**src/hdl/page_status_pkg.sv**
```systemverilog
// Constants for the register page control and live status bank
package page_status_pkg;
    localparam logic [8:0] ADDR_PAGE_CONTROL_0 = 9'h000;
    localparam logic [8:0] ADDR_PAGE_CONTROL_1 = 9'h080;
    localparam logic [8:0] ADDR_STATUS_MISC    = 9'h001;
    localparam logic [8:0] ADDR_STATUS_LOW     = 9'h002;
    localparam logic [8:0] ADDR_STATUS_HIGH    = 9'h003;
    localparam logic [8:0] ADDR_STATUS_LIMITS  = 9'h004;
    localparam logic [8:0] PAGE0_FIRST         = 9'h001;
    localparam logic [8:0] PAGE0_LAST          = 9'h03F;
    localparam logic [8:0] PAGE1_FIRST         = 9'h081;
    localparam logic [8:0] PAGE1_LAST          = 9'h0CF;
    localparam logic [8:0] PAGE2_FIRST         = 9'h101;
    localparam logic [8:0] PAGE2_LAST          = 9'h13F;
    localparam int AUTO_RETURN_BIT = 7;
    localparam int WRITE_MODE_BIT  = 6;
    localparam logic [7:0] PAGE_CONTROL_MASK  = 8'hC7;
    localparam logic [7:0] PAGE_CONTROL_RESET = 8'h00;
    localparam logic [2:0] PAGE_0    = 3'h0;
    localparam logic [2:0] PAGE_1    = 3'h1;
    localparam logic [2:0] PAGE_2    = 3'h2;
    localparam logic [2:0] PAGE_TEST = 3'h3;
endpackage : page_status_pkg

```
**src/hdl/page_status_bank.sv**
```systemverilog
// Page control register and live status readback bank
//
// Contract
// - Auto-return bit clears page at each acc_done pulse unless page control is written in that cycle
// - Bit 6 selects page or repeated write
// - Page field maps offsets to three windows
// - Page control at offsets 0x00 and 0x80
// - Control interface owns its own page copy
// - Status reads are live, same polarity except misc bit 0
// - Misc status: comparator, ramping, wake pin
// - Bit 0 set while power key low
// - Low inputs status shows inputs or ADC
// - ADC indicator reads 1 above limit
// - Limits status shows four regulator overcurrents
`timescale 1ns/1ns
module page_status_bank
(
    // Clock and reset
    input  wire logic        clk,
    input  wire logic        rst_n,
    // Access port from the control interface, one pulse per byte
    input  wire logic        acc_valid,
    input  wire logic        acc_write,
    input  wire logic [7:0]  acc_offset,
    input  wire logic [7:0]  acc_wdata,
    input  wire logic        acc_done,
    output logic      [7:0]  acc_rdata,
    output logic             acc_hit,
    output logic      [8:0]  acc_addr,
    // Page control state seen by the interface
    output logic      [2:0]  page_select,
    output logic             repeated_write_mode,
    // Monitored pins
    input  wire logic        comparator_1v2_out,
    input  wire logic        voltage_ramp_active,
    input  wire logic        charger_wake_pin,
    input  wire logic        power_key_n,
    input  wire logic [15:0] general_input,
    input  wire logic [2:0]  adc_mode,
    input  wire logic [2:0]  adc_above_high,
    input  wire logic        reg11_overcurrent,
    input  wire logic        reg8_overcurrent,
    input  wire logic        reg7_overcurrent,
    input  wire logic        reg3_overcurrent
);
    logic [7:0]  page_control_reg;

    // Synchroniser stages per pin group
    logic [3:0]  misc_sync1_reg;
    logic [3:0]  misc_sync2_reg;
    logic [15:0] gpi_sync1_reg;
    logic [15:0] gpi_sync2_reg;
    logic [2:0]  adc_mode_sync1_reg;
    logic [2:0]  adc_mode_sync2_reg;
    logic [2:0]  adc_high_sync1_reg;
    logic [2:0]  adc_high_sync2_reg;
    logic [3:0]  limit_sync1_reg;
    logic [3:0]  limit_sync2_reg;

    logic [7:0]  misc_now;
    logic [7:0]  low_now;
    logic [7:0]  high_now;
    logic [7:0]  limit_now;
    logic [8:0]  addr_next;
    logic        is_page_control;
    logic        hit_next;
    logic [7:0]  rdata_next;

    // Two-flop synchronisers for all pin levels
    always_ff @(posedge clk)
    begin
        if (!rst_n)
        begin
            misc_sync1_reg     <= 4'h1; // Key idles released
            misc_sync2_reg     <= 4'h1;
            gpi_sync1_reg      <= 16'h0000;
            gpi_sync2_reg      <= 16'h0000;
            adc_mode_sync1_reg <= 3'h0;
            adc_mode_sync2_reg <= 3'h0;
            adc_high_sync1_reg <= 3'h0;
            adc_high_sync2_reg <= 3'h0;
            limit_sync1_reg    <= 4'h0;
            limit_sync2_reg    <= 4'h0;
        end
        else
        begin
            misc_sync1_reg     <= {comparator_1v2_out, voltage_ramp_active,
                                   charger_wake_pin, power_key_n};
            misc_sync2_reg     <= misc_sync1_reg;
            gpi_sync1_reg      <= general_input;
            gpi_sync2_reg      <= gpi_sync1_reg;
            adc_mode_sync1_reg <= adc_mode;
            adc_mode_sync2_reg <= adc_mode_sync1_reg;
            adc_high_sync1_reg <= adc_above_high;
            adc_high_sync2_reg <= adc_high_sync1_reg;
            limit_sync1_reg    <= {reg11_overcurrent, reg8_overcurrent,
                                   reg7_overcurrent, reg3_overcurrent};
            limit_sync2_reg    <= limit_sync1_reg;
        end
    end

    // Live status images
    assign misc_now[7:4] = 4'h0;
    assign misc_now[3]   = misc_sync2_reg[3];
    assign misc_now[2]   = misc_sync2_reg[2];
    assign misc_now[1]   = misc_sync2_reg[1];
    assign misc_now[0]   = ~misc_sync2_reg[0];

    // Low inputs byte, ADC indicators may take bits 2:0
    genvar g;
    generate
        for (g = 0; g < 8; g++)
        begin : gen_low
            if (g < 3)
            begin : gen_adc
                assign low_now[g] = adc_mode_sync2_reg[g] ? adc_high_sync2_reg[g]
                                                          : gpi_sync2_reg[g];
            end
            else
            begin : gen_gpi
                assign low_now[g] = gpi_sync2_reg[g];
            end
        end
    endgenerate

    assign high_now       = gpi_sync2_reg[15:8];
    assign limit_now[7]   = limit_sync2_reg[3];
    assign limit_now[6]   = limit_sync2_reg[2];
    assign limit_now[5]   = limit_sync2_reg[1];
    assign limit_now[4]   = 1'b0;
    assign limit_now[3]   = limit_sync2_reg[0];
    assign limit_now[2:0] = 3'h0;

    // Page translation and decode
    always_comb
    begin
        is_page_control = (acc_offset == page_status_pkg::ADDR_PAGE_CONTROL_0[7:0]) ||
                          (acc_offset == page_status_pkg::ADDR_PAGE_CONTROL_1[7:0]);
        addr_next       = {1'b0, acc_offset};
        hit_next        = 1'b0;
        rdata_next      = 8'h00;
        if (is_page_control)
        begin
            addr_next  = {1'b0, acc_offset};
            hit_next   = 1'b1;
            rdata_next = page_control_reg & page_status_pkg::PAGE_CONTROL_MASK;
        end
        else if (page_control_reg[2:0] == page_status_pkg::PAGE_0)
        begin
            addr_next = {2'b00, acc_offset[6:0]};
            hit_next  = (addr_next >= page_status_pkg::PAGE0_FIRST) &&
                        (addr_next <= page_status_pkg::PAGE0_LAST);
        end
        else if (page_control_reg[2:0] == page_status_pkg::PAGE_1)
        begin
            addr_next = {2'b01, acc_offset[6:0]};
            hit_next  = (addr_next >= page_status_pkg::PAGE1_FIRST) &&
                        (addr_next <= page_status_pkg::PAGE1_LAST);
        end
        else if (page_control_reg[2:0] == page_status_pkg::PAGE_2)
        begin
            addr_next = {2'b10, acc_offset[6:0]};
            hit_next  = (addr_next >= page_status_pkg::PAGE2_FIRST) &&
                        (addr_next <= page_status_pkg::PAGE2_LAST);
        end
        if (!is_page_control && hit_next)
        begin
            if (addr_next == page_status_pkg::ADDR_STATUS_MISC)
            begin
                rdata_next = misc_now;
            end
            else if (addr_next == page_status_pkg::ADDR_STATUS_LOW)
            begin
                rdata_next = low_now;
            end
            else if (addr_next == page_status_pkg::ADDR_STATUS_HIGH)
            begin
                rdata_next = high_now;
            end
            else if (addr_next == page_status_pkg::ADDR_STATUS_LIMITS)
            begin
                rdata_next = limit_now;
            end
        end
    end

    // Interface-private page control register
    always_ff @(posedge clk)
    begin
        if (!rst_n)
        begin
            page_control_reg <= page_status_pkg::PAGE_CONTROL_RESET;
        end
        else if (acc_valid && acc_write && is_page_control)
        begin
            page_control_reg <= acc_wdata & page_status_pkg::PAGE_CONTROL_MASK;
        end
        else if (acc_done && page_control_reg[page_status_pkg::AUTO_RETURN_BIT])
        begin
            page_control_reg[2:0] <= page_status_pkg::PAGE_0;
        end
    end

    // Registered answer to each access
    always_ff @(posedge clk)
    begin
        if (!rst_n)
        begin
            acc_rdata <= 8'h00;
            acc_hit   <= 1'b0;
            acc_addr  <= 9'h000;
        end
        else if (acc_valid)
        begin
            acc_rdata <= acc_write ? 8'h00 : rdata_next;
            acc_hit   <= hit_next;
            acc_addr  <= addr_next;
        end
    end

    assign page_select         = page_control_reg[2:0];
    assign repeated_write_mode = page_control_reg[page_status_pkg::WRITE_MODE_BIT];
endmodule : page_status_bank

```
**config.mk**
```make
export PLATFORM = sky130hd
export DESIGN_NAME = page_status_bank
export DESIGN_NICKNAME = d
export VERILOG_FILES = /design/src/hdl/page_status_pkg.sv /design/src/hdl/page_status_bank.sv
export SDC_FILE = /design/constraint.sdc
export NUM_CORES = 1
export LEC_CHECK = 0
export BUFFER_PORTS_ARGS = -buffer_cell sky130_fd_sc_hd__buf_2
export CAP_MARGIN = 40
export CORE_AREA = 4 4 97 99
export CTS_CLUSTER_SIZE = 40
export DETAILED_ROUTE_END_ITERATION = 16
export DIE_AREA = 0 0 101 103
export GPL_ROUTABILITY_DRIVEN = 0
export HOLD_SLACK_MARGIN = 0.12
export SYNTH_ARGS = -nofsm -noshare
export SYNTH_HDL_FRONTEND = slang
export SYNTH_SLANG_ARGS = --single-unit
export TNS_END_PERCENT = 50
```
**constraint.sdc**
```tcl
create_clock -name clk -period 3.5 [get_ports clk]
set_clock_uncertainty 0.15 [all_clocks]
set_input_delay 0.35 -clock clk [delete_from_list [all_inputs] [get_ports clk]]
set_output_delay 0.35 -clock clk [all_outputs]
set_load 0.01 [all_outputs]
```
### After elaboration in Yosys (flattened, before gate mapping)

Cells that the tools add are included.

* output and inout bits: 22
* input port bits: 51
* logic and storage cells: 61
* register bits after elaboration: 83

* reductions and logical operators: 12
* multiplexer cells: 20
* bitwise logic cells: 1
* order comparisons: 6
* eq/ne operators: 7

Operators with widths (number)
* 8-bit 2-to-1 mux: 7
* 9-bit 2-to-1 mux: 4
* 9-bit by 2-bit == test with 1-bit output, second input constant: 2
* 9-bit by 1-bit == test with 1-bit output, second input constant: 1
* 9-bit by 3-bit == test with 1-bit output, second input constant: 1
* 9-bit >= comparator, second input constant: 1
* 9-bit less-or-equal comparator, second input constant: 1
* 8-bit == test, second input constant: 1
* 8-bit >= comparator, second input constant: 1
* 8-bit less-or-equal comparator, second input constant: 1
* 8-bit zero test: 1
* 7-bit by 1-bit >= comparator with 1-bit output, second input constant: 1
* 7-bit by 6-bit less-or-equal comparator with 1-bit output, second input constant: 1
* 1-bit logical AND: 7
* 1-bit 2-to-1 mux: 7
* 3-bit 2-to-1 mux: 2
* 3-bit by 1-bit == test with 1-bit output, second input constant: 1
* 3-bit by 2-bit == test with 1-bit output, second input constant: 1
* 3-bit zero test: 1
* 2-bit nonzero test: 1
* 1-bit zero test: 1
* 1-bit logical OR: 1
* 1-bit inverter: 1

### Logic depth before layout (Yosys ltp)

Gate-level depths: netlist of the first run.

* depth in word-level cells: 12
* gate-level depth with buffers: 6
* depth with buffers taken out: 4

### Worst setup path before layout of the first run

OpenSTA, ideal clock, no wires.

* path type: input-to-reg
* start: input port acc_offset[0]
* end: register page_control_reg[0]
* setup slack: 1.557 ns
* buffers on the path: 2
* arrival: 1.661 ns
* required time: 3.218 ns
* library setup time: 0.132 ns
* stages: 6
* cells stage by stage: buf_6 > or4_4 > buf_6 > or3_4 > nand3_1 > a21oi_1

* longest elaborated chain between the ends: 4
* elaborated cells on any way between the ends: 6
* classes of those cells: eq/ne: 1; mux: 1; reduce/logical: 4

RTL lines
* start: declaration: RTL line page_status_bank.sv:24 `input wire logic [7:0] acc_offset,`
* 8-bit == test / 8-bit zero test (equally long branches): RTL line page_status_bank.sv:138, page_status_bank.sv:137
* 1-bit logical OR (*): RTL line page_status_bank.sv:137 `is_page_control = (acc_offset == page_status_pkg::ADDR_PAGE_CONTROL_0[7:0]) ||`
* 1-bit logical AND (*): RTL line page_status_bank.sv:194 `else if (acc_valid && acc_write && is_page_control)`
* 3-bit 2-to-1 mux / 2-bit nonzero test (equally long branches)
* end signal: assignment: RTL line page_status_bank.sv:192 `page_control_reg <= page_status_pkg::PAGE_CONTROL_RESET;`
* end signal: assignment: RTL line page_status_bank.sv:196 `page_control_reg <= acc_wdata & page_status_pkg::PAGE_CONTROL_MASK;`
* end signal: assignment: RTL line page_status_bank.sv:200 `page_control_reg[2:0] <= page_status_pkg::PAGE_0;`
* end: declaration: RTL line page_status_bank.sv:46 `logic [7:0] page_control_reg;`

Mark *: on every way between the ends. The rest lies on a longest branch, timed or not.
A chain may end at the register's enable or synchronous reset.

### Worst setup path in the final report of the first run

* start: register page_control_reg[2]
* end: register acc_rdata[0]

* longest elaborated chain between the ends: 12
* elaborated cells on any way between the ends: 22
* classes of those cells: eq/ne: 6; mux: 14; reduce/logical: 2

RTL lines
* 3-bit by 2-bit == test with 1-bit output: RTL line page_status_bank.sv:160 `else if (page_control_reg[2:0] == page_status_pkg::PAGE_2)`
* 9-bit 2-to-1 mux: RTL line page_status_bank.sv:160
* 9-bit 2-to-1 mux: RTL line page_status_bank.sv:154 `else if (page_control_reg[2:0] == page_status_pkg::PAGE_1)`
* 9-bit 2-to-1 mux: RTL line page_status_bank.sv:148 `else if (page_control_reg[2:0] == page_status_pkg::PAGE_0)`
* 9-bit 2-to-1 mux: RTL line page_status_bank.sv:142 `if (is_page_control)`
* 9-bit by 3-bit == test with 1-bit output: RTL line page_status_bank.sv:180 `else if (addr_next == page_status_pkg::ADDR_STATUS_LIMITS)`
* 8-bit 2-to-1 mux: RTL line page_status_bank.sv:180
* 8-bit 2-to-1 mux: RTL line page_status_bank.sv:176 `else if (addr_next == page_status_pkg::ADDR_STATUS_HIGH)`
* 8-bit 2-to-1 mux: RTL line page_status_bank.sv:172 `else if (addr_next == page_status_pkg::ADDR_STATUS_LOW)`
* 8-bit 2-to-1 mux: RTL line page_status_bank.sv:168 `if (addr_next == page_status_pkg::ADDR_STATUS_MISC)`
* 8-bit 2-to-1 mux (*): RTL line page_status_bank.sv:166 `if (!is_page_control && hit_next)`
* 8-bit 2-to-1 mux (*): RTL line page_status_bank.sv:215 `acc_rdata <= acc_write ? 8'h00 : rdata_next;`
* end signal: assignment: RTL line page_status_bank.sv:215
* end: declaration: RTL line page_status_bank.sv:27 `output logic [7:0] acc_rdata,`

Marked as above.

==> impl_table.tex, run 1 <==
\begin{tabular}{lr}
\hline
Metric & Value \\
\hline
\multicolumn{2}{l}{\textbf{Logic synthesis}} \\
Synth warnings & 0 \\
Cells after Synth & 296 \\
Netlist cell types & 42 \\
Number of synthesized register bits & 83 \\
Netlist area before placement & 2960 um2 \\
Post-synthesis sequential area ratio & between 50\% and 60\% \\
Main flop type after synthesis & dfxtp\_1 \\
Post-synth EDFFs & 0 \\
Average cell area after synthesis & 10.0 um2 \\
Post-synth net total & 347 \\
Share of synthesized registers carrying an async set or reset & 0\% \\
\multicolumn{2}{l}{\textbf{Worst setup path}} \\
CP arrival & 2230 ps \\
Startpoint type of the worst setup path & flop \\
Kind of end point of the critical path & flop \\
Max Fanout on Critical Path & 10 \\
Type of the worst setup path & flop to flop \\
Critical Path RT & roughly 3600 ps \\
\multicolumn{2}{l}{\textbf{Worst hold path}} \\
Worst min-delay path category & input pin to flop \\
\multicolumn{2}{l}{\textbf{STA}} \\
Unrepaired setup endpoints after global routing & no \\
Final TNS setup & 0 ps \\
Final number of hold-violating endpoints & 0 \\
Post-route fraction of the period consumed by the critical path & 60.5\% \\
Final min period & 2120 ps \\
Relative slew slack & 49.4\% \\
Maximum clock frequency & between 400 and 500 MHz \\
Final Setup Violations & 0 \\
Fin. max-slew vios & 0 \\
Actual slew at the worst max-slew pin & 752 ps \\
Final hold slack & around 150 ps \\
\multicolumn{2}{l}{\textbf{Finish}} \\
Fin util & 45.6\% \\
Number of antenna repair diodes & 0 \\
Most frequent cells in the layout & dfxtp\_1, buf\_2, and2\_1, dlygate4sd3\_1, nand2\_1 \\
Most common cell after layout, fill and taps aside & dfxtp\_1 \\
Number of non-filler instances in the completed layout & 502 \\
Fillcell total & 831 \\
Layout cell share with drive strength beyond 1 & between 20\% and 30\% \\
Synth-to-layout area growth & 31.6\% \\
Nets & 441 \\
\multicolumn{2}{l}{\textbf{GRT}} \\
Vias in the first global route & 2132 \\
First-pass GRT wire length & around 10000 um \\
Largest net degree at the start of global routing & 57 \\
GRT overflow & 0 \\
GRT Resource Usage Total & 13.0\% \\
Number of antenna violations at the first check in global routing & 0 \\
\multicolumn{2}{l}{\textbf{Power and ir drop}} \\
Max rail drop VDD & just over 200 uV \\
Pwr Density & around 480 nW/um2 \\
Leakage component of the power & 1.68 nW \\
\multicolumn{2}{l}{\textbf{Clock network}} \\
Number of sinks on the clock net & just over 80 \\
Setup bufs post-CTS & 0 \\
Number of buffers on the longest clock path & 2 \\
Cells resized by post-CTS repair & 0 \\
Clock transition at the registers of the reported paths & 80 ps \\
Latest clock arrival within the worst-skew pair & 350 ps \\
Cell at the root of the clock tree & clkbuf\_8 \\
Total clock buffers created by CTS & 9 \\
H-Tree Depth & 3 \\
Clock tree from TritonCTS & built \\
\multicolumn{2}{l}{\textbf{Routing}} \\
Post-route ant nets & 0 \\
Detail-routed net length per standard cell & 12.8 um \\
Routed vias/inst & 4.55 \\
DRT iter0 DRCs & 98 \\
Number of DRC violations after detailed routing & 0 \\
DR vias & 2283 \\
Drt first pass iters & 4 \\
Routed wire length & 6430 um \\
\multicolumn{2}{l}{\textbf{Die}} \\
Total Die Area & 10400 um2 \\
Floorplan core area & 8550 um2 \\
Initial standard-cell utilization of the core & approximately a third \\
Row count & 34 \\
Chip width & approximately 100 um \\
Ports placed on the boundary & 73 \\
Overall die height & $\sim$100 um \\
\multicolumn{2}{l}{\textbf{Placed design}} \\
Hpwl dp & 4550 um \\
Number of placed cells counting well taps & around 450 \\
Count of input and output buffers & 69 \\
\multicolumn{2}{l}{\textbf{Job}} \\
Max-cap violations & 0 \\
\multicolumn{2}{l}{\textbf{Run status}} \\
Result of the run & finished, final reports clean \\
\hline
\end{tabular}
==> layout make-up <==
class	instances	area, um2	area share, %
clock inverters	6	90.1	2.31
repair buffers	105	703	18.0
inverters	5	18.8	0.482
flip-flops and latches	83	1660	42.6
well taps	108	135	3.47
multi-input cells	186	1160	29.9
clock buffers	9	124	3.18
==> Yosys cell counts, types with 2 or more instances <==
cell type   n  area, um2
mux2i_1    12        120
o221ai_1    3       26.3
nand3b_1    6       45.0
buf_2       4       20.0
o31ai_1     2       15.0
a32oi_1     6       52.6
clkbuf_1   11       41.3
nand2_1    21       78.8
nand2b_1    3       18.8
nor3_1      6       30.0
nand3_1     4       20.0
nor2_1     18       67.6
o21ai_0     5       25.0
inv_1       5       18.8
buf_6       2       22.5
buf_4       4       30.0
o211ai_1    3       22.5
a21oi_1    16       80.1
dfxtp_1    83       1660
and2_1     58        363
nor4_1      3       18.8
==> kinds of logic after synthesis <==
family                 synth area share (%)
buffers and inverters                  4.60
multiplexers                           4.06
flip-flops                             56.1
AO/OA/AOI/OAI                          9.13
AND/OR/NAND/NOR                        26.1
==> worst max-delay path: stages, from the launching register on <==
cell	delay [ps]
dfxtp_1	570
nor3b_2	200
nor4_1	660
a32oi_1	230
o221ai_1	230
==> repair_timing <==
action | 4_1_cts | 5_1_grt
endpoints found under the hold margin | 35 | 0
hold buffers | 35 | 0
endpoints found under the setup margin | 0 | 0
==> power by group <==
part           switching [mW]  internal, mW
registers              0.0103         0.981
logic                  0.0628        0.0787
clock network           0.335         0.400
total                   0.409          1.46
==> final timing paths <==
path / start / cells after the start / end / slack (ps)
worst max-delay path: page_control_reg[2] / 4 / acc_rdata[0] / 1380
worst min-delay path: acc_offset[4] / 3 / acc_addr[4] / 150
worst max register to register: page_control_reg[2] / 4 / acc_rdata[0] / 1380
worst min register to register: misc_sync1_reg[0] / 1 / misc_sync2_reg[0] / 260
==> per-stage QoR <==
step	power (mW)	setup WS (ps)	area, um2
2_1_floorplan	1.08	1560	2960
3_3_place_gp	1.12	1430	3330
3_5_place_dp	1.13	1360	3330
4_1_cts	1.89	1340	3900
5_1_grt	1.95	1140	3900
6_report	1.87	1380	3900
==> metal layers <==
metal  vias up  wire [um]  track usage [%]
li1       1179          -                -
met1      1036       2870             15.9
met2        56       3080             21.8
met3        12        358             2.84
met4         0        127             6.44
met5         -          0                0
No activity file was read; power rests on OpenSTA's default activity.
==> run 2, diff against run 1 <==
--- a/config.mk
+++ b/config.mk
@@ -5,12 +5,13 @@
 export SDC_FILE = /design/constraint.sdc
 export NUM_CORES = 1
 export LEC_CHECK = 0
+export ABC_AREA = 1
 export BUFFER_PORTS_ARGS = -buffer_cell sky130_fd_sc_hd__buf_2
 export CAP_MARGIN = 40
-export CORE_AREA = 4 4 97 99
+export CORE_AREA = 4 4 100 102
 export CTS_CLUSTER_SIZE = 40
 export DETAILED_ROUTE_END_ITERATION = 16
-export DIE_AREA = 0 0 101 103
+export DIE_AREA = 0 0 104 106
 export GPL_ROUTABILITY_DRIVEN = 0
 export HOLD_SLACK_MARGIN = 0.12
 export SYNTH_ARGS = -nofsm -noshare
==> constraint.sdc (replaced) <==
create_clock -name clk -period 2.1 [get_ports clk]
set_clock_uncertainty 0.15 [all_clocks]
set_input_delay 0.21 -clock clk [delete_from_list [all_inputs] [get_ports clk]]
set_output_delay 0.21 -clock clk [all_outputs]
set_load 0.01 [all_outputs]
==> impl_table.tex, run 2 <==
\begin{tabular}{lr}
\hline
Metric & Value \\
\hline
\multicolumn{2}{l}{\textbf{STA}} \\
Final hold slack & 154 ps (was 149 ps) \\
Relative slew slack & 72.4\% (was 49.4\%) \\
Final min period & 1850 ps (was 2120 ps) \\
Actual slew at the worst max-slew pin & 414 ps (was 752 ps) \\
Final TNS setup & 0 ps (unchanged) \\
Fin. max-slew vios & 0 (unchanged) \\
Final number of hold-violating endpoints & 0 (unchanged) \\
Post-route fraction of the period consumed by the critical path & 88.3\% (was 60.5\%) \\
Final Setup Violations & 0 (unchanged) \\
Unrepaired setup endpoints after global routing & no (unchanged) \\
Maximum clock frequency & 539 MHz (was 472 MHz) \\
\multicolumn{2}{l}{\textbf{Clock network}} \\
H-Tree Depth & 3 (unchanged) \\
Total clock buffers created by CTS & 9 (unchanged) \\
Latest clock arrival within the worst-skew pair & 350 ps (about the same) \\
Clock tree from TritonCTS & built (unchanged) \\
Cell at the root of the clock tree & clkbuf\_8 (unchanged) \\
Number of sinks on the clock net & 83 (unchanged) \\
Clock transition at the registers of the reported paths & 80 ps (about the same) \\
Number of buffers on the longest clock path & 2 (unchanged) \\
Setup bufs post-CTS & 0 (unchanged) \\
\multicolumn{2}{l}{\textbf{Finish}} \\
Number of antenna repair diodes & 0 (unchanged) \\
Most common cell after layout, fill and taps aside & nand2\_1 (was dfxtp\_1) \\
Nets & 586 (was 441) \\
Most frequent cells in the layout & nand2\_1, dfxtp\_1, inv\_1, buf\_2, dlygate4sd3\_1 (was dfxtp\_1, buf\_2, and2\_1, dlygate4sd3\_1, nand2\_1) \\
Number of non-filler instances in the completed layout & 651 (was 502) \\
Fillcell total & 889 (was 831) \\
Synth-to-layout area growth & 40.5\% (was 31.6\%) \\
Final cell area excluding filler cells & 4400 um2 (was 3900 um2) \\
Layout cell share with drive strength beyond 1 & 22.2\% (was 23.4\%) \\
\multicolumn{2}{l}{\textbf{Logic synthesis}} \\
Post-synthesis sequential area ratio & 53.1\% (was 56.1\%) \\
Synth top cells by count & nand2\_1, dfxtp\_1, inv\_1 (was dfxtp\_1, and2\_1, nand2\_1) \\
Post-synth net total & 454 (was 347) \\
Synth warnings & 0 (unchanged) \\
Average cell area after synthesis & 7.77 um2 (was 10.0 um2) \\
Post-synth EDFFs & 0 (unchanged) \\
Area contributors post-synth & dfxtp\_1, nand2\_1, inv\_1 (was dfxtp\_1, and2\_1, mux2i\_1) \\
Netlist cell types & 30 (was 42) \\
Area fraction of the dominant cell type after synthesis & 53.1\% (was 56.1\%) \\
Cells after Synth & 403 (was 296) \\
Share of synthesized registers carrying an async set or reset & 0\% (unchanged) \\
Number of synthesized register bits & 83 (unchanged) \\
Most instantiated library cell after synthesis & nand2\_1 (was dfxtp\_1) \\
Cell accounting for the most synthesized area & dfxtp\_1 (unchanged) \\
Main flop type after synthesis & dfxtp\_1 (unchanged) \\
Netlist area before placement & 3130 um2 (was 2960 um2) \\
\multicolumn{2}{l}{\textbf{Power and ir drop}} \\
Power share of the sequential group & 53.6\% (was 53.1\%) \\
Max rail drop VDD & 459 uV (was 206 uV) \\
Part of the power in combinational logic & 9.6\% (was 7.6\%) \\
Clock power frac & 36.9\% (was 39.4\%) \\
Power after layout & 3.10 mW (was 1.87 mW) \\
Leakage component of the power & 2.40 nW (was 1.68 nW) \\
Internal power component & 2.35 mW (was 1.46 mW) \\
Pwr Density & 705 nW/um2 (was 480 nW/um2) \\
Share of total power consumed by net switching & 24.0\% (was 21.9\%) \\
Net load switching power & 745 uW (was 409 uW) \\
\multicolumn{2}{l}{\textbf{Worst setup path}} \\
Kind of end point of the critical path & flop (unchanged) \\
Cell breakdown of the critical path & nor2\_2 > nand2\_1 > nor2\_2 > nor2\_2 > nand2\_4 > nand2\_1 > clkinv\_1 > o21ai\_1 > inv\_1 > nand2\_1 > nand2\_1 > nand2\_1 > a21oi\_1 (was nor3b\_2 > nor4\_1 > a32oi\_1 > o221ai\_1) \\
Critical Path RT & 2220 ps (was 3620 ps) \\
Largest stage delay, worst path & 390 ps (was 660 ps) \\
Type of the worst setup path & flop to flop (unchanged) \\
CP arrival & 1980 ps (was 2230 ps) \\
Startpoint type of the worst setup path & flop (unchanged) \\
Max Fanout on Critical Path & 10 (unchanged) \\
CP dominant cell by count & nand2\_1 \\
Cell type of the slowest stage on the worst timing path & dfxtp\_1 (was nor4\_1) \\
\multicolumn{2}{l}{\textbf{Placed design}} \\
Count of input and output buffers & 69 (unchanged) \\
Hpwl dp & 4710 um (was 4550 um) \\
Area of placed instances & 3570 um2 (was 3330 um2) \\
Number of placed cells counting well taps & 572 (was 452) \\
\multicolumn{2}{l}{\textbf{Routing}} \\
Routed wire length & 7050 um (was 6430 um) \\
Detail-routed net length per standard cell & 10.8 um (was 12.8 um) \\
DR vias & 2783 (was 2283) \\
Routed vias/inst & 4.27 (was 4.55) \\
Number of DRC violations after detailed routing & 0 (unchanged) \\
Post-route ant nets & 0 (unchanged) \\
DRT iter0 DRCs & 93 (was 98) \\
Drt first pass iters & 4 (unchanged) \\
\multicolumn{2}{l}{\textbf{Die}} \\
Total Die Area & 11000 um2 (was 10400 um2) \\
Initial standard-cell utilization of the core & 34.4\% (was 34.6\%) \\
Ports placed on the boundary & 73 (unchanged) \\
Floorplan core area & 9110 um2 (was 8550 um2) \\
Chip width & 104 um (was 101 um) \\
Row count & 35 (was 34) \\
Overall die height & 106 um (was 103 um) \\
\multicolumn{2}{l}{\textbf{GRT}} \\
Largest net degree at the start of global routing & 34 (was 57) \\
Number of antenna violations at the first check in global routing & 0 (unchanged) \\
Vias in the first global route & 2781 (was 2132) \\
GRT Resource Usage Total & 13.7\% (was 13.0\%) \\
GRT overflow & 0 (unchanged) \\
First-pass GRT wire length & 12400 um (was 10400 um) \\
\multicolumn{2}{l}{\textbf{Job}} \\
Max-cap violations & 0 (unchanged) \\
\multicolumn{2}{l}{\textbf{Worst hold path}} \\
Worst min-delay path category & input pin to flop (unchanged) \\
\multicolumn{2}{l}{\textbf{Run status}} \\
Result of the run & finished, final reports clean (unchanged) \\
\hline
\end{tabular}
-- run 2: cell count changes after synthesis, moves of 6 or more --
cell,change
nand4_1,+8
nand2_1,+96
a32oi_1,-6
nor2_1,+6
and2_1,-58
mux2i_1,-12
nand3_1,+8
inv_1,+72
nor2_2,+6
-- run 2: final timing paths --
| check | from | endpoint | slack, ps | cells after the start |
|---|---|---|---|---|
| setup reg to reg | page_control_reg[2] | acc_rdata[7] | 250 | 13 |
| hold reg to reg | adc_high_sync1_reg[2] | adc_high_sync2_reg[2] | 260 | 2 |
| setup / recovery | page_control_reg[2] | acc_rdata[7] | 250 | 13 |
| hold / removal | acc_valid | acc_addr[7] | 150 | 4 |
-- run 2: metrics by stage --
step	utilization [%]	setup WS (ps)
2_1_floorplan	-	454
3_3_place_gp	39.2	214
3_5_place_dp	39.2	214
4_1_cts	48.3	227
5_1_grt	48.3	36.5
6_report	48.3	246
-- run 2: kinds of logic (layout without fill, tap and decap cells) --
| group | after synthesis | after routing | synth area share, % |
|---|---|---|---|
| flops | 83 | 83 | 53.1 |
| buf+inv | 98 | 235 | 12.5 |
| mux | 3 | 3 | 1.08 |
| compound gates | 33 | 33 | 5.79 |
| simple gates | 186 | 186 | 27.5 |
-- run 2: power groups by stage --
| stage | clock network, mW | logic [mW] | registers [mW] |
|---|---|---|---|
| final | 1.14 | 0.297 | 1.66 |
| after global routing | 1.25 | 0.335 | 1.67 |
| after CTS | 1.18 | 0.294 | 1.66 |
| after detailed placement | 0 | 0.209 | 1.70 |
| after global placement | 0 | 0.207 | 1.70 |
| after floorplan | 0 | 0.115 | 1.70 |
-- run 2: area by class of cell --
class	count	area, um2	share of cell area, %
clock buffers	9	124	2.82
clock inverters	7	76.3	1.73
inverters	83	314	7.14
multi-input cells	222	1080	24.5
flip-flops and latches	83	1660	37.8
well taps	111	139	3.16
repair buffers	136	1010	22.9
-- run 2: layer usage --
layer	routed length (um)	share of wire (%)	track usage [%]
met3	392	5.6	4.37
met2	3330	47	23.7
met5	0	0	0
met1	3220	46	16.1
met4	108	1.5	4.37
-- run 2: repair_timing --
| action | 4_1_cts | 5_1_grt |
|---|---|---|
| endpoints found under the hold margin | 42 | 0 |
| gates resized for setup | 0 | 1 |
| hold buffers | 63 | 0 |
| setup endpoints to repair | 0 | 1 |
-- run 2: critical path, delay by kind of cell, from the launching register on --
| family | cells | cell delay [ps] |
|---|---|---|
| AND/OR/NAND/NOR | 9 | 970 |
| flip-flops | 1 | 390 |
| buffers and inverters | 2 | 100 |
| AO/OA/AOI/OAI | 2 | 170 |
==> run 3, diff against run 2 <==
--- a/config.mk
+++ b/config.mk
@@ -8,12 +8,13 @@
 export ABC_AREA = 1
 export BUFFER_PORTS_ARGS = -buffer_cell sky130_fd_sc_hd__buf_2
 export CAP_MARGIN = 40
-export CORE_AREA = 4 4 100 102
+export CORE_AREA = 4 4 82 84
 export CTS_CLUSTER_SIZE = 40
 export DETAILED_ROUTE_END_ITERATION = 16
-export DIE_AREA = 0 0 104 106
+export DIE_AREA = 0 0 86 88
 export GPL_ROUTABILITY_DRIVEN = 0
 export HOLD_SLACK_MARGIN = 0.12
+export PLACE_DENSITY = 0.78
 export SYNTH_ARGS = -nofsm -noshare
 export SYNTH_HDL_FRONTEND = slang
 export SYNTH_SLANG_ARGS = --single-unit
==> constraint.sdc (replaced) <==
create_clock -name clk -period 1.8 [get_ports clk]
set_clock_uncertainty 0.15 [all_clocks]
set_input_delay 0.18 -clock clk [delete_from_list [all_inputs] [get_ports clk]]
set_output_delay 0.18 -clock clk [all_outputs]
set_load 0.01 [all_outputs]
==> impl_table.tex, run 3 (synthesized netlist as in run 2, its figures left out) <==
\begin{tabular}{lr}
\hline
Metric & Value \\
\hline
\multicolumn{2}{l}{\textbf{Run status}} \\
Result of the run & finished, final reports clean (unchanged) \\
\multicolumn{2}{l}{\textbf{Power and ir drop}} \\
Power share of the sequential group & 53.3\% (was 53.6\%) \\
Pwr Density & 806 nW/um2 (was 705 nW/um2) \\
Part of the power in combinational logic & 10.1\% (was 9.6\%) \\
Clock power frac & 36.6\% (was 36.9\%) \\
Max rail drop VDD & 644 uV (was 459 uV) \\
Power after layout & 3.64 mW (was 3.10 mW) \\
Leakage component of the power & 2.48 nW (was 2.40 nW) \\
Internal power component & 2.76 mW (was 2.35 mW) \\
Share of total power consumed by net switching & 24.2\% (was 24.0\%) \\
Net load switching power & 879 uW (was 745 uW) \\
\multicolumn{2}{l}{\textbf{Finish}} \\
Area of combinational cells with multiple inputs & 1140 um2 (was 1080 um2) \\
Fillcell total & 391 (was 889) \\
Synth-to-layout area growth & 44.1\% (was 40.5\%) \\
Most common cell after layout, fill and taps aside & nand2\_1 (unchanged) \\
Most frequent cells in the layout & nand2\_1, dfxtp\_1, inv\_1, buf\_2, dlygate4sd3\_1 (unchanged) \\
Nets & 598 (was 586) \\
Number of antenna repair diodes & 0 (unchanged) \\
Final cell area excluding filler cells & 4510 um2 (was 4400 um2) \\
Area taken by flip-flops and latches & 1670 um2 (was 1660 um2) \\
Fin util & 76.2\% (was 48.3\%) \\
Layout cell share with drive strength beyond 1 & 26.1\% (was 22.2\%) \\
\multicolumn{2}{l}{\textbf{GRT}} \\
GRT overflow & 0 (unchanged) \\
GRT Resource Usage Total & 21.9\% (was 13.7\%) \\
Number of antenna violations at the first check in global routing & 0 (unchanged) \\
First-pass GRT wire length & 12900 um (was 12400 um) \\
Vias in the first global route & 2908 (was 2781) \\
Largest net degree at the start of global routing & 28 (was 34) \\
\multicolumn{2}{l}{\textbf{Routing}} \\
Routed wire length & 7890 um (was 7050 um) \\
Drt first pass iters & 7 (was 4) \\
Detail-routed net length per standard cell & 12.6 um (was 10.8 um) \\
Number of DRC violations after detailed routing & 0 (unchanged) \\
DR vias & 2925 (was 2783) \\
Post-route ant nets & 0 (unchanged) \\
Routed vias/inst & 4.67 (was 4.27) \\
DRT iter0 DRCs & 224 (was 93) \\
\multicolumn{2}{l}{\textbf{Die}} \\
Initial standard-cell utilization of the core & 52.9\% (was 34.4\%) \\
Row count & 28 (was 35) \\
Ports placed on the boundary & 73 (unchanged) \\
Overall die height & 88 um (was 106 um) \\
Total Die Area & 7570 um2 (was 11000 um2) \\
Floorplan core area & 5920 um2 (was 9110 um2) \\
Chip width & 86 um (was 104 um) \\
\multicolumn{2}{l}{\textbf{STA}} \\
Final hold slack & 195 ps (was 154 ps) \\
Actual slew at the worst max-slew pin & 441 ps (was 414 ps) \\
Relative slew slack & 70.6\% (was 72.4\%) \\
Maximum clock frequency & 567 MHz \\
Final min period & around 1800 ps \\
Final number of hold-violating endpoints & 0 (unchanged) \\
Fin. max-slew vios & 0 (unchanged) \\
Post-route fraction of the period consumed by the critical path & roughly 98\% \\
Unrepaired setup endpoints after global routing & yes (was no) \\
Final TNS setup & 0 ps (unchanged) \\
Final Setup Violations & 0 (unchanged) \\
\multicolumn{2}{l}{\textbf{Worst hold path}} \\
Worst min-delay path category & input pin to flop (unchanged) \\
\multicolumn{2}{l}{\textbf{Worst setup path}} \\
Kind of end point of the critical path & flop (unchanged) \\
Max Fanout on Critical Path & 7 (was 10) \\
Worst reg-to-reg setup slack & 80 ps (was 250 ps) \\
CP arrival & 1880 ps (was 1980 ps) \\
Critical Path RT & 1920 ps (was 2220 ps) \\
Type of the worst setup path & input pin to flop (was flop to flop) \\
Startpoint type of the worst setup path & input pin (was flop) \\
\multicolumn{2}{l}{\textbf{Placed design}} \\
Count of input and output buffers & 69 (unchanged) \\
Area of placed instances & 3580 um2 (was 3570 um2) \\
Hpwl dp & 4500 um (was 4710 um) \\
\multicolumn{2}{l}{\textbf{Clock network}} \\
Number of buffers on the longest clock path & 2 (unchanged) \\
Clock transition at the registers of the reported paths & 80 ps (about the same) \\
Total clock buffers created by CTS & 9 (unchanged) \\
H-Tree Depth & 3 (unchanged) \\
Number of sinks on the clock net & 83 (unchanged) \\
Latest clock arrival within the worst-skew pair & 350 ps (about the same) \\
Cell at the root of the clock tree & clkbuf\_8 (unchanged) \\
Clock tree from TritonCTS & built (unchanged) \\
\multicolumn{2}{l}{\textbf{Job}} \\
Max-cap violations & 0 (unchanged) \\
\hline
\end{tabular}
==> run 3: cell types whose count changed in the layout (fill, tap and decap cells not counted), sizes merged <==
cell / before / now
clkinvlp: 2 / 1
buf: 73 / 85
clkbuf: 9 / 10
==> run 3: cell type report <==
class	count	area share, %
flip-flops and latches	83	36.9
multi-input cells	222	25.3
repair buffers	148	24.4
inverters	83	6.96
clock buffers	10	2.83
well taps	75	2.08
clock inverters	6	1.61
==> run 3: power groups by stage <==
| stage | Sequential (mW) | Combinational (mW) | Clock, mW |
|---|---|---|---|
| 5_1_grt | 1.95 | 0.408 | 1.43 |
| 6_report | 1.94 | 0.366 | 1.33 |
| 3_5_place_dp | 1.98 | 0.246 | 0 |
| 3_3_place_gp | 1.98 | 0.240 | 0 |
| 4_1_cts | 1.94 | 0.350 | 1.35 |
| 2_1_floorplan | 1.98 | 0.134 | 0 |
==> run 3: stage by stage <==
| step | setup WS (ps) | instances |
|---|---|---|
| final | 37.8 | 627 |
| after global routing | -81.5 | 627 |
| after CTS | -5.68 | 625 |
| after detailed placement | -65.9 | 544 |
| after global placement | 15.7 | 544 |
| after floorplan | 154 | 403 |
==> run 3: critical path: stages <==
cell and delay (ps):
buf_2 120, nor2_2 160, nand2_4 90, nor2_8 130, inv_4 70, nor3_4 250, nand2_1 100, dlygate4sd3_1 590
a21oi_1 180
==> run 3: path summary, 6_finish.rpt <==
path,start,cells after the start,end
worst max-delay path,acc_offset[0],9,page_control_reg[1]
worst min-delay path,acc_valid,5,acc_rdata[4]
worst max register to register,page_control_reg[0],11,acc_rdata[3]
worst min register to register,limit_sync1_reg[3],2,limit_sync2_reg[3]
==> run 3: repair_timing <==
action                                  CTS  global route
pin swaps                                 4             7
gates resized for setup                   4            18
endpoints found under the setup margin    2            13
setup buffers                             2             2
endpoints found under the hold margin    49             0
hold buffers                             63             0
==> run 3: routing by layer <==
metal	GRT usage, %	vias up	part of all wire (%)
li1	-	1489	-
met1	22.8	1294	38
met2	41.6	113	52
met3	4.61	29	6.1
met4	10.6	0	3.0
met5	0	-	0
